## src/inc/clock_watchdog_regs.vh

```
// register map, field positions, reset values and timing for the watchdog
// Overview of operation
// - byte 8 bits 5:1 hold the five-bit timeout count, reset all ones
// - byte 8 bit 0 picks 150 ms or 2.5 sec per step, default 150 ms
// - short unit gives intervals from 150 ms up to 4.65 sec
// - long unit gives intervals from 2.5 sec up to 77.5 sec
// - countdown reaching zero sets the timeout flag
// - byte 9 bit 4 set lets expiry issue a system reset pulse
// - byte 9 bit 3 set lets a frequency change issue a reset pulse
// - byte 9 bit 2 reads timeout flag; writing one clears it
// - run bit at zero stops the countdown and reloads the count
// - run bit set starts the countdown after a frequency change
// - expiry issues reset if enabled, loads recovery rate, locks
// - while locked, writes that change output frequency are ignored
// - software clears the run bit to unlock frequency changes
// - byte 9 bits 7:5 hold usb, pci, mid-rate drive strength
// - byte 10 bit 4 fixes mid-rate at 64 MHz and pci at 32 MHz
// - byte 11 holds recovery divider n, used with m when source set
// - recovery ratio from latched pins, or software select on override
// - source select zero uses latched pins, one uses n and m fields
// - latched rate-select pins readable by software, read only
`ifndef CLOCK_WATCHDOG_REGS_VH
`define CLOCK_WATCHDOG_REGS_VH
`define REG_LATCHED_PINS 4'h5
`define REG_TIMEOUT_CFG 4'h8
`define REG_RESET_DRIVE 4'h9
`define REG_SKEW_FIXED 4'hA
`define REG_RECOVERY_N 4'hB
`define CFG_COUNT_HI 5
`define CFG_COUNT_LO 1
`define CFG_UNIT_BIT 0
`define CTL_USB_DRV_BIT 7
`define CTL_PCI_CLK_STRENGTH_BIT 6
`define CTL_MID_DRV_BIT 5
`define CTL_RST_EXP_BIT 4
`define CTL_RST_CHG_BIT 3
`define CTL_FLAG_BIT 2
`define CTL_RUN_BIT 1
`define SKW_FIXED_BIT 4
`define TIMEOUT_CFG_RESET 8'h3E
`define RESET_DRIVE_RESET 8'h00
`define SKEW_FIXED_RESET 8'h00
`define RECOVERY_N_RESET 8'h00
`define TIMEOUT_CFG_MASK 8'h3F
`define RESET_DRIVE_MASK 8'hFA
`define CLK_MHZ 25
`define UNIT_SHORT_US 150000
`define UNIT_LONG_US 2500000
`define SYS_RESET_CYCLES 16
`endif

```

## src/core/README_none.v

```verilog
// intentionally holds no logic
`default_nettype none
`default_nettype wire

```

## src/core/clock_watchdog_recovery_ctrl.v

```verilog
// watchdog countdown, recovery switch and control bytes of the clock synth
`include "clock_watchdog_regs.vh"
`default_nettype none
module clock_watchdog_recovery_ctrl #(
  parameter [31:0] SHORT_UNIT_CYCLES = `UNIT_SHORT_US * `CLK_MHZ,
  parameter [31:0] LONG_UNIT_CYCLES = `UNIT_LONG_US * `CLK_MHZ
) (
  // clock and reset
  input wire clk_sys,
  input wire resetn,
  // control byte port from the smbus slave
  input wire [3:0] byte_index,
  input wire byte_write,
  input wire [7:0] byte_wdata,
  input wire byte_read,
  output reg [7:0] byte_rdata,
  // synthesizer side
  input wire freq_change,
  input wire [4:0] rate_select_pins,
  input wire rate_pin_override,
  input wire [4:0] sw_rate_sel,
  input wire fallback_source_sel,
  input wire [6:0] fallback_divider_m,
  // recovery and lock
  output reg recovery_load,
  output reg recovery_from_nm,
  output reg [7:0] recovery_n,
  output reg [6:0] recovery_m,
  output reg [4:0] recovery_rate_sel,
  output reg [4:0] recovery_ratio_sel,
  output reg freq_change_locked,
  // system reset
  output reg sys_reset,
  // output configuration
  output reg usb_clk_strength,
  output reg pci_clk_strength,
  output reg mid_clk_strength,
  output reg [2:0] cpu_clk_delay_trim,
  output reg locked_bus_rate_mode,
  output reg [1:0] pci_clk_delay_trim,
  output reg [1:0] mid_clk_delay_trim,
  output reg [4:0] latched_rate_pins,
  output wire timeout_flag_out
);

localparam ST_IDLE = 2'd0;
localparam ST_ARMED = 2'd1;
localparam ST_COUNT = 2'd2;
localparam ST_LOCKED = 2'd3;
localparam [31:0] RESET_LAST = `SYS_RESET_CYCLES - 1;

function [7:0] hit;
  input [3:0] idx;
  input [3:0] want;
  begin
    hit = (idx == want) ? 8'hFF : 8'h00;
  end
endfunction

function picked;
  input [3:0] idx;
  input [3:0] want;
  begin
    picked = (idx == want);
  end
endfunction

reg [7:0] timeout_cfg;
reg [4:0] timeout_count_hold;
reg timeout_unit_sel;
reg reset_on_expiry_en;
reg reset_on_rate_change_en;
reg timeout_flag;
reg watchdog_run;
reg [7:0] fallback_divider_n;
reg [1:0] state;
reg [4:0] countdown;
reg [31:0] unit_timer;
reg [4:0] reset_timer;
reg [4:0] pins_meta;
reg [4:0] pins_sync;
reg pins_latched;
reg [1:0] settle;
wire write_cfg;
wire write_ctl;
wire write_skew;
wire write_n;
wire unit_tick;
wire expire;
wire [31:0] unit_len;

assign write_cfg = byte_write & picked(byte_index, `REG_TIMEOUT_CFG);
assign write_ctl = byte_write & picked(byte_index, `REG_RESET_DRIVE);
assign write_skew = byte_write & picked(byte_index, `REG_SKEW_FIXED);
assign write_n = byte_write & picked(byte_index, `REG_RECOVERY_N);
assign timeout_flag_out = timeout_flag;

assign unit_len = timeout_unit_sel ? LONG_UNIT_CYCLES : SHORT_UNIT_CYCLES;
assign unit_tick = (state == ST_COUNT) && (unit_timer == unit_len - 32'd1);
// count of n gives n units, a count of zero gives one
assign expire = unit_tick && (countdown <= 5'd1);

always @* begin
  timeout_count_hold = timeout_cfg[`CFG_COUNT_HI:`CFG_COUNT_LO];
  timeout_unit_sel = timeout_cfg[`CFG_UNIT_BIT];
end

// pins cross from outside, two stages before use
always @(posedge clk_sys or negedge resetn) begin
  if (!resetn) begin
    pins_meta <= 5'h0_0;
    pins_sync <= 5'h0_0;
  end else begin
    pins_meta <= rate_select_pins;
    pins_sync <= pins_meta;
  end
end

// latch pins after reset
// wait two edges: the synchroniser is cleared by reset too
always @(posedge clk_sys or negedge resetn) begin
  if (!resetn) begin
    settle <= 2'h0;
    pins_latched <= 1'b0;
    latched_rate_pins <= 5'h0_0;
  end else if (settle != 2'h2) begin
    settle <= settle + 2'h1;
  end else if (!pins_latched) begin
    pins_latched <= 1'b1;
    latched_rate_pins <= pins_sync;
  end
end

// control bytes
always @(posedge clk_sys or negedge resetn) begin
  if (!resetn) begin
    timeout_cfg <= `TIMEOUT_CFG_RESET;
    usb_clk_strength <= 1'b0;
    pci_clk_strength <= 1'b0;
    mid_clk_strength <= 1'b0;
    reset_on_expiry_en <= 1'b0;
    reset_on_rate_change_en <= 1'b0;
    watchdog_run <= 1'b0;
    cpu_clk_delay_trim <= 3'h0;
    locked_bus_rate_mode <= 1'b0;
    pci_clk_delay_trim <= 2'h0;
    mid_clk_delay_trim <= 2'h0;
    fallback_divider_n <= `RECOVERY_N_RESET;
  end else begin
    // count and unit, top bits dropped
    if (write_cfg)
      timeout_cfg <= byte_wdata & `TIMEOUT_CFG_MASK;
    if (write_ctl) begin
      usb_clk_strength <= byte_wdata[`CTL_USB_DRV_BIT];
      pci_clk_strength <= byte_wdata[`CTL_PCI_CLK_STRENGTH_BIT];
      mid_clk_strength <= byte_wdata[`CTL_MID_DRV_BIT];
      reset_on_expiry_en <= byte_wdata[`CTL_RST_EXP_BIT];
      reset_on_rate_change_en <= byte_wdata[`CTL_RST_CHG_BIT];
      watchdog_run <= byte_wdata[`CTL_RUN_BIT];
    end
    if (write_skew) begin
      cpu_clk_delay_trim <= byte_wdata[7:5];
      // fixed rate changes frequency, held while locked
      if (state != ST_LOCKED)
        locked_bus_rate_mode <= byte_wdata[`SKW_FIXED_BIT];
      // pci trim, reserved code kept as written
      pci_clk_delay_trim <= byte_wdata[3:2];
      mid_clk_delay_trim <= byte_wdata[1:0];
    end
    if (write_n)
      fallback_divider_n <= byte_wdata;
  end
end

// flag: expiry wins over a clearing write
always @(posedge clk_sys or negedge resetn) begin
  if (!resetn) begin
    timeout_flag <= 1'b0;
  end else if (expire) begin
    timeout_flag <= 1'b1;
  end else if (write_ctl && byte_wdata[`CTL_FLAG_BIT]) begin
    timeout_flag <= 1'b0;
  end
end

// watchdog sequencer
always @(posedge clk_sys or negedge resetn) begin
  if (!resetn) begin
    state <= ST_IDLE;
    countdown <= 5'h1_F;
    unit_timer <= 32'h0000_0000;
  end else if (!watchdog_run) begin
    state <= ST_IDLE;
    countdown <= timeout_count_hold;
    unit_timer <= 32'h0000_0000;
  end else begin
    case (state)
      ST_IDLE: begin
        countdown <= timeout_count_hold;
        state <= ST_ARMED;
      end
      ST_ARMED: begin
        countdown <= timeout_count_hold;
        unit_timer <= 32'h0000_0000;
        if (freq_change)
          state <= ST_COUNT;
      end
      ST_COUNT: begin
        if (expire) begin
          state <= ST_LOCKED;
          countdown <= 5'h0_0;
        end else if (unit_tick) begin
          countdown <= countdown - 5'd1;
          unit_timer <= 32'h0000_0000;
        end else begin
          unit_timer <= unit_timer + 32'd1;
        end
      end
      ST_LOCKED: begin
        state <= ST_LOCKED;
      end
      default: begin
        state <= ST_IDLE;
      end
    endcase
  end
end

// recovery outputs, sampled at the expiry edge
always @(posedge clk_sys or negedge resetn) begin
  if (!resetn) begin
    recovery_load <= 1'b0;
    recovery_from_nm <= 1'b0;
    recovery_n <= 8'h00;
    recovery_m <= 7'h00;
    recovery_rate_sel <= 5'h0_0;
    recovery_ratio_sel <= 5'h0_0;
    freq_change_locked <= 1'b0;
  end else begin
    recovery_load <= expire;
    freq_change_locked <= (state == ST_LOCKED) || expire;
    if (expire) begin
      recovery_from_nm <= fallback_source_sel;
      // n and m used on timeout
      recovery_n <= fallback_divider_n;
      recovery_m <= fallback_divider_m;
      recovery_rate_sel <= latched_rate_pins;
      recovery_ratio_sel <= rate_pin_override ? sw_rate_sel :
        latched_rate_pins;
    end
  end
end

// reset pulse; a fixed width so the board sees a clean level
always @(posedge clk_sys or negedge resetn) begin
  if (!resetn) begin
    reset_timer <= 5'h0_0;
    sys_reset <= 1'b0;
  end else if ((expire && reset_on_expiry_en) ||
    (freq_change && reset_on_rate_change_en && state != ST_LOCKED)) begin
    reset_timer <= RESET_LAST[4:0];
    sys_reset <= 1'b1;
  end else if (reset_timer != 5'h0_0) begin
    reset_timer <= reset_timer - 5'd1;
  end else begin
    sys_reset <= 1'b0;
  end
end

// read port, one cycle latency
always @(posedge clk_sys or negedge resetn) begin
  if (!resetn) begin
    byte_rdata <= 8'h00;
  end else if (byte_read) begin
    // reserved bits and unmapped bytes read zero
    byte_rdata <=
      (hit(byte_index, `REG_LATCHED_PINS) & {latched_rate_pins, 3'h0}) |
      (hit(byte_index, `REG_TIMEOUT_CFG) & timeout_cfg) |
      (hit(byte_index, `REG_RESET_DRIVE) & {usb_clk_strength,
        pci_clk_strength, mid_clk_strength, reset_on_expiry_en,
        reset_on_rate_change_en, timeout_flag, watchdog_run, 1'b0}) |
      (hit(byte_index, `REG_SKEW_FIXED) & {cpu_clk_delay_trim,
        locked_bus_rate_mode, pci_clk_delay_trim, mid_clk_delay_trim}) |
      (hit(byte_index, `REG_RECOVERY_N) & fallback_divider_n);
  end
end

endmodule // clock_watchdog_recovery_ctrl
`default_nettype wire

```

## config.mk

```make
export PLATFORM = sky130hd
export DESIGN_NAME = clock_watchdog_recovery_ctrl
export DESIGN_NICKNAME = d
export VERILOG_FILES = /design/src/core/README_none.v /design/src/core/clock_watchdog_recovery_ctrl.v
export VERILOG_INCLUDE_DIRS = /design/src /design/src/inc
export SDC_FILE = /design/constraint.sdc
export NUM_CORES = 1
export LEC_CHECK = 0
export BUFFER_PORTS_ARGS = -buffer_cell sky130_fd_sc_hd__buf_2
export CAP_MARGIN = 15
export CELL_PAD_IN_SITES_DETAIL_PLACEMENT = 1
export CELL_PAD_IN_SITES_GLOBAL_PLACEMENT = 1
export CORE_AREA = 2 2 122 124
export DETAILED_ROUTE_END_ITERATION = 12
export DIE_AREA = 0 0 124 126
export GPL_ROUTABILITY_DRIVEN = 0
export PLACE_DENSITY = 0.84
export SYNTH_ARGS = -nofsm -noshare
export SYNTH_HDL_FRONTEND = slang
export SYNTH_SLANG_ARGS = --single-unit
```

## constraint.sdc

```tcl
create_clock -name clk_sys -period 3.2 [get_ports clk_sys]
set_input_delay 0.48 -clock clk_sys [delete_from_list [all_inputs] [get_ports clk_sys]]
set_output_delay 0.48 -clock clk_sys [all_outputs]
set_load 0.01 [all_outputs]
```

==> summary.md <==
| Metric | Value |
|---|---|
| Layout cells sized above 1 | `27.6%` |
| Hold_ws | `47.5 ps` |
| Power, Total | `0.00464 W` |
| Power density over the cells | `612 nW/um^2` |
| Clk_skew | `13.4 ps` |
| Fmax | `0.345 GHz` |
| Status | `finished clean` |
| Vias per inst | `6.10` |
| Final worst-path cycle share | `90.6%` |
| Die Span Y | `126 um` |
| Post-synth top flop | `dfrtp_1` |
| Initial antenna violation count | `0` |
| Area leader, netlist | `dfrtp_1` |
| Overflow after GRT | `0` |
| CP endpoint | `recovery_n[6]$_DFFE_PN0N_` |
| Post-synthesis cell count | `622` |
| Pleak | `3.34 nW` |
| Max cap viols | `0` |
| DP Cell Count | `870` |
| Worst Path Buf+Inv | `1` |
| Post-synth EDFFs | `0` |
| Pre-Repair DR Iteration Count | `5` |
| Die W | `124 um` |
| Gate power share | `14.8%` |
| First-pass GRT wire length | `31,300 um` |
| Delay of the slowest critical-path stage | `650 ps` |
| Largest net degree at the start of global routing | `52` |
| Vias in the first global route | `5,974` |
| Worst setup SP type | `flop` |
| Worst setup path category | `flop to flop` |
| Setup violations, final | `0` |
| Slew headroom | `27.0%` |
| GR Util All Layers | `26.2%` |
| NetSw | `0.00142 W` |
| Int Power | `0.00322 W` |
| CORE AREA | `14,300 sq um` |
| WP data required | `3500 ps` |
| Clock Path Buffers | `2` |
| Count of unique library cells instantiated by Yosys | `64` |
| Wire length per cell | `21.7 um` |
| Reg2Reg Setup Slack | `300 ps` |
| Fin util | `52.9%` |
| Syn_area_per_cell | `10.2 sq um` |
| CP Capture Type | `flop` |
| Worst path depth | `7` |
| Net count, final | `747` |
| R2r worst-path depth | `7` |
| H-tree depth | `4` |
| PostCTS Resize Cnt | `0` |
| Cell Chain, Critical Path | `ha_1 -> nand3_1 -> or4_4 -> a2111o_1 -> buf_4 -> nand2_1 -> nand2_1` |
| Buffer count from post-CTS setup fixing | `0` |
| Most frequent cell after synthesis | `dfrtp_1` |
| CP top delay family | `simple AND/OR/NAND/NOR gates` |
| Synth Net Count | `664` |
| Post-synthesis sequential area ratio | `50.6%` |
| Final Hold Fails | `0` |
| Actual slew at the worst max-slew pin | `1080 ps` |
| Clock network power share | `42.0%` |
| Routed Antenna Nets | `0` |
| Synth area leaders | `dfrtp_1, mux2_2, nand2_1` |
| P&R area growth vs syn | `19.3%` |
| Switching part of the total | `30.7%` |
| VDD IR-drop max | `0.000505 V` |
| Setup TNS | `0 ps` |
| CTS tree | `yes` |
| Via count | `5,506` |
| Yosys warning total | `0` |
| CP Max Fanout | `23` |
| ANT cells | `0` |
| CTS Buf Count | `17` |
| Clock sinks | `128` |
| CP startpoint | `unit_timer[0]$_DFFE_PN0P_` |
| Post-synth top area share | `46.5%` |
| Clk root buf | `clkbuf_16` |
| Crit path DAT | `3200 ps` |
| Setup repair after global routing missed its margin | `no` |
| Worst R2R Start | `unit_timer[0]$_DFFE_PN0P_` |
| Final min period | `2900 ps` |
| Reg power frac | `43.3%` |
| IO Pins | `90` |
| DIE AREA | `15,600 sq um` |
| Initial Util | `44.4%` |
| Hold_buf cts | `0` |
| Critical Path Slowest Stage Cell | `a2111o_1` |
| Number of remaining DRC errors | `0` |
| Critical path's most frequent cell | `nand2_1` |
| Yosys reg bits | `128` |
| Reg clk slew, reported paths | `60 ps` |
| Cell Area, Synth | `6350 sq um` |
| Synth async-reset ratio | `100%` |
| Post-Route WL | `19,600 um` |
| Worst-skew pair later-pin latency | `430 ps` |
| Reg2reg end | `recovery_n[6]$_DFFE_PN0N_` |
| Hpwl dp | `13,200 um` |
| 1st-iter DRT viols | `331` |
| Hold WC Path Type | `input pin to async pin` |
| Rows | `44` |
| Port Buf Inserts | `89` |
| Synth top cells by count | `dfrtp_1, nand2_1, mux2_2, o21ai_0, clkbuf_1` |
| Slew Viols, Final | `0` |
| Fin cells | `902` |
==> how the worst min path moves through the flow <==
stage | from | to | slack [ps] | depth (start not counted)
6_report | resetn | recovery_from_nm$_DFFE_PN0N_ | 50 | 1
3_5_place_dp | pins_meta[4]$_DFF_PN0_ | pins_sync[4]$_DFF_PN0_ | 340 | 0
4_1_cts | resetn | recovery_m[0]$_DFFE_PN0N_ | 60 | 1
5_1_grt | resetn | recovery_from_nm$_DFFE_PN0N_ | 70 | 1
3_3_place_gp | pins_meta[0]$_DFF_PN0_ | pins_sync[0]$_DFF_PN0_ | 330 | 0
2_1_floorplan | resetn | byte_rdata[0]$_DFFE_PN0P_ | 180 | 0
==> per-stage QoR <==
stage / setup WS, ps / instance area [sq um]
2_1_floorplan: 836 / 6350
6_report: 301 / 7580
3_3_place_gp: 518 / 6990
4_1_cts: 292 / 7580
3_5_place_dp: 382 / 6990
5_1_grt: 189 / 7580
==> routing by layer <==
metal	vias up	global-route usage [%]	wire, um
met1	2844	31.4	7870
met5	-	0	0
met2	172	44.5	10300
met4	0	10.3	520
met3	49	6.93	855
li1	2441	-	-
==> sequential cells by signal, summed over array words and instances, names as in the netlist, 3 cells and up <==
name and flops:
pins_meta 5, latched_rate_pins 5, pins_sync 5, countdown 5, recovery_rate_sel 5, recovery_m 7, timeout_cfg 6, recovery_n 8
cpu_clk_delay_trim 3, fallback_divider_n 8, recovery_ratio_sel 5, reset_timer 5, byte_rdata 8, unit_timer 32
==> cell families after synthesis <==
kind of cell	share of synthesized area [%]
muxes	9.36
and+or+nand+nor	20.7
AOI/OAI and AO/OA	13.2
buffers and inverters	3.45
DFF	50.6
adders and majority gates	1.18
xor gates and xnor gates	1.38
==> worst register-to-register path, cell delays in order, from the launching register on <==
cell      delay [ps]
dfrtp_1          450
ha_1             280
nand3_1          250
or4_4            610
a2111o_1         650
buf_4            340
nand2_1          110
nand2_1           90
==> layout by cell type (no fill, tap or decap), types with 11 or more instances in the layout <==
master	count
o211ai_1	15
nor3_1	11
nand4_1	22
a21oi_1	12
mux2_2	39
mux2i_1	11
o21ai_0	33
clkbuf_16	17
nand3_1	25
dfrtp_1	118
nor2_1	26
inv_1	17
nand2_1	97
buf_4	14
buf_2	88
==> layout make-up <==
type / instances / area (sq um)
Fill cell: 1609 / 6740
Sequential cell: 128 / 3220
Clock buffer: 17 / 425
Multi-Input combinational cell: 438 / 2920
Clock inverter: 15 / 163
Tap cell: 184 / 230
Inverter: 17 / 63.8
Timing Repair Buffer: 103 / 566
==> power by group through the flow <==
stage          Clock (W)  Sequential, W  Combinational, W
2_1_floorplan          0        0.00197          0.000414
3_3_place_gp           0        0.00200          0.000624
3_5_place_dp           0        0.00202          0.000666
4_1_cts          0.00197        0.00200          0.000690
5_1_grt          0.00205        0.00202          0.000747
6_report         0.00195        0.00201          0.000686
Note: power is estimated with default switching activity, not from simulation.
